File: config.mk
export PLATFORM = sky130hd
export DESIGN_NAME = apm_power_ctrl
export DESIGN_NICKNAME = d
export VERILOG_FILES = /design/src/hw/apm_pkg.sv /design/src/hw/apm_sync2.sv /design/src/hw/apm_rate_timer.sv /design/src/hw/apm_power_ctrl.sv
export SDC_FILE = /design/constraint.sdc
export NUM_CORES = 1
export LEC_CHECK = 0
export ABC_AREA = 1
export BUFFER_PORTS_ARGS = -buffer_cell sky130_fd_sc_hd__clkbuf_2
export CAP_MARGIN = 20
export CORE_MARGIN = 2
export CORE_UTILIZATION = 45
export CTS_CLUSTER_DIAMETER = 30
export CTS_CLUSTER_SIZE = 25
export DETAILED_ROUTE_END_ITERATION = 6
export GPL_ROUTABILITY_DRIVEN = 0
export GPL_TIMING_DRIVEN = 0
export PLACE_DENSITY = 0.67
export SETUP_SLACK_MARGIN = 0.02
export SLEW_MARGIN = 15
export SYNTH_ARGS = -nofsm -noshare
export SYNTH_HDL_FRONTEND = slang
export SYNTH_SLANG_ARGS = --single-unit
export TNS_END_PERCENT = 100
File: constraint.sdc
create_clock -name clk -period 3.5 [get_ports clk]
set_input_delay 1.05 -clock clk [delete_from_list [all_inputs] [get_ports clk]]
set_output_delay 1.05 -clock clk [all_outputs]
set_load 0.05 [all_outputs]
File: src/hw/apm_pkg.sv
package apm_pkg;

    // Register word indices and byte addresses (index times four)
    localparam logic [7:0] IDX_INACT_LEVEL    = 8'h25;
    localparam logic [7:0] IDX_INACT_DUR      = 8'h26;
    localparam logic [7:0] IDX_RATE_SELECT    = 8'h2c;
    localparam logic [7:0] IDX_POWER_CONTROL  = 8'h2d;
    localparam logic [7:0] IDX_AUX_CTL        = 8'h30;
    localparam logic [7:0] IDX_STATUS         = 8'h31;
    localparam logic [7:0] ADDR_INACT_LEVEL   = 8'h94;
    localparam logic [7:0] ADDR_INACT_DUR     = 8'h98;
    localparam logic [7:0] ADDR_RATE_SELECT   = 8'hb0;
    localparam logic [7:0] ADDR_POWER_CONTROL = 8'hb4;
    localparam logic [7:0] ADDR_AUX_CTL       = 8'hc0;
    localparam logic [7:0] ADDR_STATUS        = 8'hc4;

    // Field positions
    localparam int POS_MEASURE    = 3;
    localparam int POS_AUTO_SLEEP = 4;
    localparam int POS_LINK       = 5;
    localparam int POS_LOW_POWER  = 4;
    localparam int POS_SELF_TEST  = 0;

    // Reset values
    localparam logic [7:0] RST_INACT_LEVEL = 8'h00;
    localparam logic [7:0] RST_INACT_DUR   = 8'h00;
    localparam logic [7:0] RST_RATE_SELECT = 8'h0a;
    localparam logic [7:0] RST_POWER_CONTROL = 8'h00;

    // Rate codes
    localparam logic [3:0] CODE_TOP   = 4'hf;
    localparam logic [3:0] CODE_SLEEP = 4'h6;

    // Timing
    localparam int CLK_HZ      = 40_000_000;
    localparam int ODR_TOP_HZ  = 3200;
    localparam int BASE_CYCLES = CLK_HZ / ODR_TOP_HZ;
    localparam int TIMER_W     = 29;

    // Bus answers
    localparam logic [1:0] RESP_OKAY   = 2'h0;
    localparam logic [1:0] RESP_SLVERR = 2'h2;

    typedef enum logic [1:0] {
        APM_STANDBY,
        APM_MEASURE,
        APM_SLEEP
    } apm_mode_e;

    typedef struct packed {
        logic        awvalid;
        logic [7:0]  awaddr;
        logic        wvalid;
        logic [31:0] wdata;
        logic [3:0]  wstrb;
        logic        bready;
        logic        arvalid;
        logic [7:0]  araddr;
        logic        rready;
    } apm_axi_req_s;

    typedef struct packed {
        logic        awready;
        logic        wready;
        logic        bvalid;
        logic [1:0]  bresp;
        logic        arready;
        logic        rvalid;
        logic [31:0] rdata;
        logic [1:0]  rresp;
    } apm_axi_rsp_s;

endpackage

File: src/hw/apm_sync2.sv
`timescale 1ns/1ps
`default_nettype none
module apm_sync2 #(
    parameter int W = 2
) (
    input  wire logic         clk,
    input  wire logic         sys_rst,
    input  wire logic         ce,
    input  wire logic [W-1:0] d,
    output logic      [W-1:0] q
);
    logic [W-1:0] meta;

    genvar i;
    generate
        for (i = 0; i < W; i++) begin : g_bit
            always_ff @(posedge clk) begin
                if (sys_rst) begin
                    meta[i] <= 1'b0;
                    q[i]    <= 1'b0;
                end else if (ce) begin
                    meta[i] <= d[i];
                    q[i]    <= meta[i];
                end
            end
        end
    endgenerate
endmodule // apm_sync2
`default_nettype wire

File: src/hw/apm_rate_timer.sv
`timescale 1ns/1ps
`default_nettype none
module apm_rate_timer #(
    parameter int BASE_CYCLES = apm_pkg::BASE_CYCLES
) (
    input  wire logic       clk,
    input  wire logic       sys_rst,
    input  wire logic       ce,
    input  wire logic       run,
    input  wire logic [3:0] code,
    output logic            tick
);
    logic [apm_pkg::TIMER_W-1:0] count;
    logic [apm_pkg::TIMER_W-1:0] limit;
    logic [3:0]                  code_q;
    logic [3:0]                  shift;

    // Each lower code doubles the period
    always_comb begin
        shift = apm_pkg::CODE_TOP - code;
        limit = (apm_pkg::TIMER_W'(BASE_CYCLES) << shift) - apm_pkg::TIMER_W'(1);
    end

    always_ff @(posedge clk) begin
        if (sys_rst) begin
            count  <= '0;
            code_q <= 4'h0;
            tick   <= 1'b0;
        end else if (ce) begin
            code_q <= code;
            tick   <= 1'b0;
            if (!run || code != code_q) begin
                count <= '0;
            end else if (count >= limit) begin
                count <= '0;
                tick  <= 1'b1;
            end else begin
                count <= count + apm_pkg::TIMER_W'(1);
            end
        end
    end
endmodule // apm_rate_timer
`default_nettype wire

File: src/hw/apm_power_ctrl.sv
// Register access over AXI4-Lite is this design's own decision.
`timescale 1ns/1ps
`default_nettype none
// Operation
// - After reset the block sits in standby with sensing off.
// - Setting power_control bit 3 moves standby into measurement.
// - Clearing the measure bit returns the block to standby.
// - Every register stays readable in standby, and all but status stay writable.
// - Four-bit rate code; 1111 is 3200 Hz, each step lower halves.
// - rate_select bit 4 selects low power, reduced internal sampling.
// - Auto sleep drops to sub-12.5 Hz sampling on inactivity.
// - No samples are requested in standby after its first cycle.
// - Entering standby holds the sample buffer, keeping its contents.
// - Self test only runs with low power cleared.
module apm_power_ctrl #(
    parameter int BASE_CYCLES = apm_pkg::BASE_CYCLES
) (
    input  wire logic                  clk,
    input  wire logic                  sys_rst,
    input  wire logic                  ce,
    input  wire apm_pkg::apm_axi_req_s s_axi_req,
    output apm_pkg::apm_axi_rsp_s      s_axi_rsp,
    input  wire logic                  inact_det,
    input  wire logic                  act_det,
    output logic                       sample_req,
    output logic                       low_power_on,
    output logic                       self_test_on,
    output logic                       buffer_hold,
    output logic                       sensing_on,
    output logic [7:0]                 inact_level_out,
    output logic [7:0]                 inact_dur_out
);

    typedef struct packed {
        apm_pkg::apm_mode_e mode;
        logic [7:0]         inact_level;
        logic [7:0]         inact_dur;
        logic [7:0]         rate;
        logic [7:0]         pctl;
        logic               self_test;
        logic               aw_got;
        logic [7:0]         awaddr;
        logic               w_got;
        logic [7:0]         wdata;
        logic               wlane0;
        logic               awready;
        logic               wready;
        logic               bvalid;
        logic [1:0]         bresp;
        logic               arready;
        logic               rvalid;
        logic [31:0]        rdata;
        logic [1:0]         rresp;
        logic               sample_req;
        logic               low_power_on;
        logic               self_test_on;
        logic               buffer_hold;
        logic               sensing_on;
        logic [15:0]        sample_cnt;
    } apm_core_s;

    apm_core_s  cur;
    apm_core_s  next_cur;
    logic [1:0] det_s;
    logic       tick;
    logic [3:0] eff_code;
    logic       run;

    apm_sync2 #(
        .W (2)
    ) u_sync (
        .clk     (clk),
        .sys_rst (sys_rst),
        .ce      (ce),
        .d       ({act_det, inact_det}),
        .q       (det_s)
    );

    // Sleep runs on the slow fixed code
    always_comb begin
        run      = (cur.mode != apm_pkg::APM_STANDBY);
        eff_code = (cur.mode == apm_pkg::APM_SLEEP) ? apm_pkg::CODE_SLEEP : cur.rate[3:0];
    end

    apm_rate_timer #(
        .BASE_CYCLES (BASE_CYCLES)
    ) u_timer (
        .clk     (clk),
        .sys_rst (sys_rst),
        .ce      (ce),
        .run     (run),
        .code    (eff_code),
        .tick    (tick)
    );

    function automatic logic [31:0] read_word(input apm_core_s s, input logic [7:0] a);
        logic [31:0] v;
        v = 32'h0000_0000;
        case (a)
            apm_pkg::ADDR_INACT_LEVEL: v = {24'h00_0000, s.inact_level};
            apm_pkg::ADDR_INACT_DUR:   v = {24'h00_0000, s.inact_dur};
            apm_pkg::ADDR_RATE_SELECT: v = {24'h00_0000, s.rate};
            apm_pkg::ADDR_POWER_CONTROL: v = {24'h00_0000, s.pctl};
            apm_pkg::ADDR_AUX_CTL:     v = {31'h0000_0000, s.self_test};
            apm_pkg::ADDR_STATUS:      v = {14'h0000, s.mode, s.sample_cnt};
            default:                   v = 32'h0000_0000;
        endcase
        return v;
    endfunction

    function automatic logic mapped(input logic [7:0] a);
        logic m;
        m = 1'b0;
        case (a)
            apm_pkg::ADDR_INACT_LEVEL,
            apm_pkg::ADDR_INACT_DUR,
            apm_pkg::ADDR_RATE_SELECT,
            apm_pkg::ADDR_POWER_CONTROL,
            apm_pkg::ADDR_AUX_CTL,
            apm_pkg::ADDR_STATUS:      m = 1'b1;
            default:                   m = 1'b0;
        endcase
        return m;
    endfunction

    always_comb begin
        next_cur = cur;

        // Write address and data, taken in either order
        if (s_axi_req.awvalid && cur.awready) begin
            next_cur.aw_got = 1'b1;
            next_cur.awaddr = s_axi_req.awaddr;
        end
        if (s_axi_req.wvalid && cur.wready) begin
            next_cur.w_got  = 1'b1;
            next_cur.wdata  = s_axi_req.wdata[7:0];
            next_cur.wlane0 = s_axi_req.wstrb[0];
        end
        if (cur.bvalid && s_axi_req.bready) begin
            next_cur.bvalid = 1'b0;
        end

        // Registers accept writes in every mode
        if (cur.aw_got && cur.w_got && !cur.bvalid) begin
            next_cur.aw_got = 1'b0;
            next_cur.w_got  = 1'b0;
            next_cur.bvalid = 1'b1;
            next_cur.bresp  = mapped(cur.awaddr) ? apm_pkg::RESP_OKAY : apm_pkg::RESP_SLVERR;
            if (cur.wlane0) begin
                case (cur.awaddr)
                    apm_pkg::ADDR_INACT_LEVEL: next_cur.inact_level = cur.wdata;
                    apm_pkg::ADDR_INACT_DUR:   next_cur.inact_dur = cur.wdata;
                    apm_pkg::ADDR_RATE_SELECT: next_cur.rate = cur.wdata;
                    apm_pkg::ADDR_POWER_CONTROL: next_cur.pctl = cur.wdata;
                    apm_pkg::ADDR_AUX_CTL:     next_cur.self_test = cur.wdata[apm_pkg::POS_SELF_TEST];
                    default:                   next_cur.pctl = cur.pctl;
                endcase
            end
        end

        // Read path, answer one cycle after the address
        if (s_axi_req.arvalid && cur.arready) begin
            next_cur.rvalid = 1'b1;
            next_cur.rdata  = read_word(cur, s_axi_req.araddr);
            next_cur.rresp  = mapped(s_axi_req.araddr) ? apm_pkg::RESP_OKAY : apm_pkg::RESP_SLVERR;
        end else if (cur.rvalid && s_axi_req.rready) begin
            next_cur.rvalid = 1'b0;
        end

        next_cur.awready = !next_cur.aw_got && !next_cur.bvalid;
        next_cur.wready  = !next_cur.w_got && !next_cur.bvalid;
        next_cur.arready = !next_cur.rvalid;

        // Power mode sequencing
        case (cur.mode)
            apm_pkg::APM_STANDBY: begin
                if (cur.pctl[apm_pkg::POS_MEASURE]) begin
                    next_cur.mode = apm_pkg::APM_MEASURE;
                end
            end
            apm_pkg::APM_MEASURE: begin
                if (!cur.pctl[apm_pkg::POS_MEASURE]) begin
                    next_cur.mode = apm_pkg::APM_STANDBY;
                end else if (cur.pctl[apm_pkg::POS_AUTO_SLEEP] && det_s[0]) begin
                    next_cur.mode = apm_pkg::APM_SLEEP;
                end
            end
            apm_pkg::APM_SLEEP: begin
                if (!cur.pctl[apm_pkg::POS_MEASURE]) begin
                    next_cur.mode = apm_pkg::APM_STANDBY;
                end else if (!cur.pctl[apm_pkg::POS_AUTO_SLEEP]) begin
                    next_cur.mode = apm_pkg::APM_MEASURE;
                end else if (cur.pctl[apm_pkg::POS_LINK] && det_s[1]) begin
                    next_cur.mode = apm_pkg::APM_MEASURE;
                end
            end
            default: begin
                next_cur.mode = apm_pkg::APM_STANDBY;
            end
        endcase

        // One sample per data period outside standby
        next_cur.sample_req = 1'b0;
        if (tick && cur.mode != apm_pkg::APM_STANDBY) begin
            next_cur.sample_req = 1'b1;
            next_cur.sample_cnt = cur.sample_cnt + 16'h0001;
        end

        next_cur.sensing_on   = (next_cur.mode != apm_pkg::APM_STANDBY);
        next_cur.buffer_hold  = (next_cur.mode == apm_pkg::APM_STANDBY);
        next_cur.low_power_on = next_cur.sensing_on
                                && next_cur.rate[apm_pkg::POS_LOW_POWER];
        next_cur.self_test_on = next_cur.self_test && next_cur.sensing_on
                                && !next_cur.rate[apm_pkg::POS_LOW_POWER];
    end

    always_ff @(posedge clk) begin
        if (sys_rst) begin
            cur             <= '0;
            cur.mode        <= apm_pkg::APM_STANDBY;
            cur.inact_level <= apm_pkg::RST_INACT_LEVEL;
            cur.inact_dur   <= apm_pkg::RST_INACT_DUR;
            cur.rate        <= apm_pkg::RST_RATE_SELECT;
            cur.pctl        <= apm_pkg::RST_POWER_CONTROL;
            cur.buffer_hold <= 1'b1;
        end else if (ce) begin
            cur <= next_cur;
        end
    end

    always_comb begin
        s_axi_rsp.awready = cur.awready;
        s_axi_rsp.wready  = cur.wready;
        s_axi_rsp.bvalid  = cur.bvalid;
        s_axi_rsp.bresp   = cur.bresp;
        s_axi_rsp.arready = cur.arready;
        s_axi_rsp.rvalid  = cur.rvalid;
        s_axi_rsp.rdata   = cur.rdata;
        s_axi_rsp.rresp   = cur.rresp;
        sample_req        = cur.sample_req;
        low_power_on      = cur.low_power_on;
        self_test_on      = cur.self_test_on;
        buffer_hold       = cur.buffer_hold;
        sensing_on        = cur.sensing_on;
        inact_level_out   = cur.inact_level;
        inact_dur_out     = cur.inact_dur;
    end

endmodule // apm_power_ctrl
`default_nettype wire

# == Yosys cells after proc, flatten, opt, wreduce, memory -nomap -nowiden ==
# Cells that the tools add are included.
# totals
regBits,154
latch_bits,0
mem_bits_rw,0
rom_bits,0
inputBits,62
output_inout_bits,62
word_cells,124
mem_count,0
# op_classes
n_addsub,4
mul,0
div,0
n_lt_le_gt_ge,1
n_eq_ne,15
shift,1
n_mux,32
bitwise,0
reduce_logical,38
# ops
cell,n
$pmux W18 S6,1
$eq A8 B8 Y1 const B,12
$mux W29,2
$add A29 B1 Y29 const B,1
$ge A29 B29 Y1,1
$shl A14 B4 Y29 const A,1
$sub A29 B2 Y29 const B,1
$add A16 B1 Y16 const B,1
$mux W2,8
$reduce_and A4 Y1,4
$logic_and A1 B1 Y1,15
$mux W15,1
$mux W14,1
$mux W1,12
$reduce_or A6 Y1,2
$mux W10,1
$reduce_and A2 Y1,5
$mux W9,1
$mux W8,1
$logic_not A1 Y1,7
$pmux W2 S3,1
$mux W5,1
$logic_not A2 Y1,2
$mux W4,1
7 further kinds,8

# == Longest topological paths before layout ==
# depth
depth_word,8
ltp_mapped,27
ltp_nobuf,26

# == Modules after synthesis ==
# Synthesis repeated with hierarchy kept, for this count alone.
# hier_totals
hier_cells,1274
area_unflattened_um2,8759.7
# modules_own_cells
mod,n_inst,cells_per_inst,area_each_um2,seq_area_each_um2
apm_power_ctrl,1,643,4922.2,2001.9
apm_rate_timer,1,605,3664.8,680.7
apm_sync2,1,26,172.7,80.1

# == Least setup slack after synthesis ==
# OpenSTA, ideal clock, no wires.
# synth_timing
path_type,register -> register
from,register cur[115] (netlist name)
to,register u_timer.tick
setup_time_ns,0.132
t_arrival_ns,2.775
required_time_ns,3.368
path_slack_ns,0.592
stages_incl_launch_ff,23
path_buffers,1
cell_sequence,dfxtp_1 nand2_4 nand2_4 inv_2 ha_1 nand3_1 ha_1 inv_1 nor2_1 nand2_1 xor2_1 ha_1 nand2_1 inv_1 nand3_1 nor2_1 nand3_1 nand2_1 nor2_1 buf_2 nand2_1 nand2_1 a21oi_1
# synth_between
elab_chain_len,8
# synth_lines
element,line_no,text
from (decl),apm_power_ctrl.sv:62,apm_core_s cur;
from (signal assigned),apm_power_ctrl.sv:227,cur <= next_cur;
$eq A2 B2 Y1 *,apm_power_ctrl.sv:82,eff_code = (cur.mode == apm_pkg::APM_SLEEP) ? apm_pkg::CODE_SLEEP : cur.rate[3:0];
$mux W4 *,apm_power_ctrl.sv:82,
named net eff_code[0],apm_power_ctrl.sv:66,logic [3:0] eff_code;
$sub A4 B4 Y4,apm_rate_timer.sv:20,shift = apm_pkg::CODE_TOP - code;
$shl A14 B4 Y29,apm_rate_timer.sv:21,limit = (apm_pkg::TIMER_W'(BASE_CYCLES) << shift) - apm_pkg::TIMER_W'(1);
$sub A29 B2 Y29,apm_rate_timer.sv:21,
$ge A29 B29 Y1,apm_rate_timer.sv:34,end else if (count >= limit) begin
$mux W1,apm_rate_timer.sv:34,
$mux W1 *,apm_rate_timer.sv:32,if (!run || code != code_q) begin
to (signal assigned),apm_rate_timer.sv:28,tick <= 1'b0;
to (signal assigned),apm_rate_timer.sv:31,tick <= 1'b0;
to (signal assigned),apm_rate_timer.sv:36,tick <= 1'b1;
to (decl),apm_rate_timer.sv:11,output logic tick
# The timed path passes the listed nets; every way through them passes the cells marked *.
# A chain may end at the register's enable or synchronous reset.

# == Worst setup path after layout ==
# layout_timing
from,register cur[114] (netlist name)
to,register u_timer.tick
# layout_between
elab_chain_len,8
# layout_lines
element,line_no
$eq A2 B2 Y1,apm_power_ctrl.sv:82
$mux W4,apm_power_ctrl.sv:82
$sub A4 B4 Y4,apm_rate_timer.sv:20
$shl A14 B4 Y29,apm_rate_timer.sv:21
$sub A29 B2 Y29,apm_rate_timer.sv:21
$ge A29 B29 Y1,apm_rate_timer.sv:34
$mux W1,apm_rate_timer.sv:34
$mux W1 *,apm_rate_timer.sv:32
# Every way passes the cells marked *; elsewhere a longest branch is shown, timed or not.

==> results.cfg <==
[cells_and_area]
nets = 1478
drive_gt1_share_pct = 19.2
layout-area-overhead-vs-synth_pct = 19.1
utilization_pct = 54.4
insertedDiodeCount = 0

[clock_tree]
cts_hold_repair.buffers = 0
worstSkewPairLatency_ns = 0.44
clk_root_buffer_cell = clkbuf_16
h-tree-depth = 4
path_clk_slew_ns = 0.07
tritoncts_clock_tree = built
clock_path_buffers = 2
cts-buffers-inserted = 17
tritoncts_num_sinks = 138

[route]
drt_wl_total_um = 25000
firstDrtPassIters = 5
routed_vias_inst = 5.17
dr.first_iter.drc_count = 584
vias = 8399
remaining_drc_errors = 0
drt-wirelength-per-cell_um = 15.4
detail-route-antenna-nets = 0

[sta]
timing_worst_slew_pin_value_ns = 0.787
hold_slack_ns = 0.453
sum_of_negative_setup_slack_ns = 0
clock-skew-final_ns = 0.0120
slew_viol_final = 0
min_period_ns = 3.25
grt_setup_unrepaired = false
finalCritPeriodShare_pct = 92.8
timing.max_slew.rel_slack_pct = 47.5
final.setup.worst_slack_ns = 0.250
max_clock_freq_mhz = 308
number_of_hold_violations_in_the_final_report = 0
setup_viol_count_final = 0

[floorplan]
design.die.area_mm2 = 0.0200
pin_count = 124
placement_rows = 50
effective_utilization_at_floorplan_pct = 45.7
core-area_mm2 = 0.0186
die_x_um = 142
floorplan.die.height_um = 142

[critical_path]
worst_setup_path_endpoint = u_timer.tick$_SDFFE_PP0P_
worst-endpoint-required_ns = 3.78
critPathLaunchType = flop
timing.rr.end = u_timer.tick$_SDFFE_PP0P_
critical_path_class = flop to flop
worst_setup_path_startpoint = cur[114]$_SDFFE_PP0P_
regToRegSetupSlack_ns = 0.25
crit_path_end_kind = flop
critPathArrivalTime_ns = 3.53
worstReg2RegStart = cur[114]$_SDFFE_PP0P_
r2r_cells = 24
cp_max_fo = 7

[hold_path]
hold_path.startpoint = cur[73]$_SDFFE_PP0P_
hold_path_class = flop to flop

[logic_synthesis]
synthArstFlopShare_pct = 0
ys_types = 45
synth.ff_latch_count = 138
synth-edff-count = 0
yosys_most_used_dff = dfxtp_1
post_synth_inst_count = 1252
yosysSeqAreaShare_pct = 32.5
avgSynthCellArea_um2 = 6.80
synth.yosys.warnings = 0
post_synthesis_cell_area_mm2 = 0.00851

[power_and_ir_drop]
total_leakage_power_nw = 4.54
power_per_cell_area_mw_per_mm2 = 385
p_total_mw = 3.91
max-vdd-ir-drop_v = 0.000310

[grt]
pin_count_of_the_biggest_net_entering_global_routing = 17
first_global_vias = 7755
grt_pass1_wl_um = 39500
gr-usage-all-layers_pct = 25.0
grt_remaining_overflow = 0
initial_antenna_violation_count = 0

[place]
placement.io_buffers = 78
place_ws_ns = -0.0915
place_hpwl_um = 18400

[outcome]
status = complete, no violations

[run]
timing.max_cap.violations = 0
## metal layers
layer / up-vias / track usage, % / part of all wire [%]
met3: 40 / 4.32 / 5.3
met2: 263 / 41.8 / 48
li1: 4274 / - / -
met4: 0 / 8.89 / 2.3
met5: - / 0 / 0
met1: 3822 / 32.4 / 45
## what timing repair did
| action | in CTS | in global routing |
|---|---|---|
| endpoints found under the setup margin | 30 | 30 |
| buffers inserted | 0 | 11 |
| resized for setup | 5 | 38 |
| pin swaps | 0 | 10 |
| gates cloned | 0 | 3 |
## cells in the mapped netlist (2+ instances only)
master      n  area [µm²]
inv_1     127         477
nor3b_1     3        22.5
a21oi_1   126         631
nand4_1    39         244
a21o_1      3        22.5
and2_1      2        12.5
nor2_4      2        22.5
nand2_4     8        90.1
nand2_1   299        1120
nor3_4      3        48.8
a211oi_1   18         135
ha_1       38         475
nand3_1    57         285
o211ai_1    4        30.0
nor2_1    111         417
nand2_2     7        43.8
buf_1       2        7.51
nand3_2     3        30.0
inv_2       7        26.3
clkbuf_1   26        97.6
nand3b_1    2        15.0
nor2_2      7        43.8
buf_2      13        65.1
dfxtp_1   138        2760
o21ai_1     6        30.0
buf_4      59         443
xor2_1     16         140
xnor2_1     9        78.8
buf_6       7        78.8
o21ai_0    81         405
o21ai_2     3        26.3
nor3_1     13        65.1
## worst min path at each step
| stage | slack, ns | to | cells after the start |
|---|---|---|---|
| after floorplan | 0.42 | cur[73]$_SDFFE_PP0P_ | 2 |
| after global placement | 0.43 | cur[72]$_SDFFE_PP0P_ | 2 |
| after detailed placement | 0.45 | cur[73]$_SDFFE_PP0P_ | 2 |
| after CTS | 0.46 | cur[73]$_SDFFE_PP0P_ | 2 |
| after global routing | 0.49 | u_timer.tick$_SDFFE_PP0P_ | 2 |
| final | 0.45 | cur[73]$_SDFFE_PP0P_ | 2 |
## kinds of logic (layout without fill, tap and decap cells)
logic type	count (synthesis)	count (layout)	share of synthesized area [%]
compound gates	247	247	15.7
xor+xnor	25	25	2.57
fa+ha+maj	38	38	5.58
buf+inv	242	366	14.1
flops	138	138	32.5
other cells	1	16	0.0440
simple gates	561	561	29.5
## stage by stage
stage / instances / instance area (µm²)
final: 1625 / 10100
after floorplan: 1267 / 8570
after CTS: 1611 / 9880
after global routing: 1625 / 10100
after global placement: 1579 / 9250
after detailed placement: 1579 / 9250
## state kept, by name (all words and copies together), names as in the netlist
register / count
cur: 54
u_timer.count: 29
s_axi_rsp: 25
inact_dur_out: 8
inact_level_out: 8
u_timer.code_q: 4
u_sync.meta: 2
u_sync.q: 2
buffer_hold: 1
low_power_on: 1
sample_req: 1
self_test_on: 1
sensing_on: 1
u_timer.tick: 1
## power by group
part	leakage, nW	internal, mW	switching, mW	total (mW)
registers	1.12	1.59	0.0171	1.61
logic	3.12	0.113	0.252	0.365
clock network	0.303	1.09	0.835	1.93
## placed cells by master (no fill, tap or decap), types with 5 or more instances in the layout
master / synthesis / routed
xor2_1: 16 / 16
ha_1: 38 / 35
nor2_1: 111 / 109
clkbuf_2: 0 / 78
a21oi_1: 126 / 122
nor3_1: 13 / 13
nand4_1: 39 / 39
inv_8: 0 / 6
nand2_4: 8 / 5
nand2_1: 299 / 296
nand3_2: 3 / 5
nor2_2: 7 / 8
clkbuf_1: 26 / 26
dfxtp_1: 138 / 136
o21ai_0: 81 / 81
inv_1: 127 / 125
nand3_1: 57 / 55
buf_4: 59 / 70
inv_2: 7 / 6
clkbuf_16: 0 / 17
buf_2: 13 / 9
a211oi_1: 18 / 18
xnor2_1: 9 / 9
conb_1: 1 / 16
buf_6: 7 / 13
o21ai_1: 6 / 6
nand2_2: 7 / 10
## worst max-delay path, stage by stage (launching register included)
cell and delay [ns]:
dfxtp_4 0.39, inv_4 0.05, nand2_8 0.11, nand2_8 0.08
ha_4 0.28, inv_2 0.06, nand2_2 0.10, nand2_2 0.10
o21ai_4 0.18, nand2_1 0.09, nor2_1 0.09, nand2_1 0.07
xor2_1 0.15, ha_1 0.31, nand2_1 0.06, inv_1 0.05
nand3_2 0.07, nor2_1 0.05, nand3_1 0.08, nand2_1 0.09
nor2_4 0.28, buf_6 0.17, nand2_1 0.05, nand2_1 0.06
a21oi_1 0.06
## final cells by class
cell class	instances	area (µm²)
Sequential cell	138	2770
Clock inverter	15	195
Timing Repair Buffer	92	507
Multi-Input combinational cell	887	4720
Inverter	135	514
Tap cell	234	293
Buffer	107	713
Clock buffer	17	425
Fill cell	1854	8500
(Power assumes the default switching activity.)
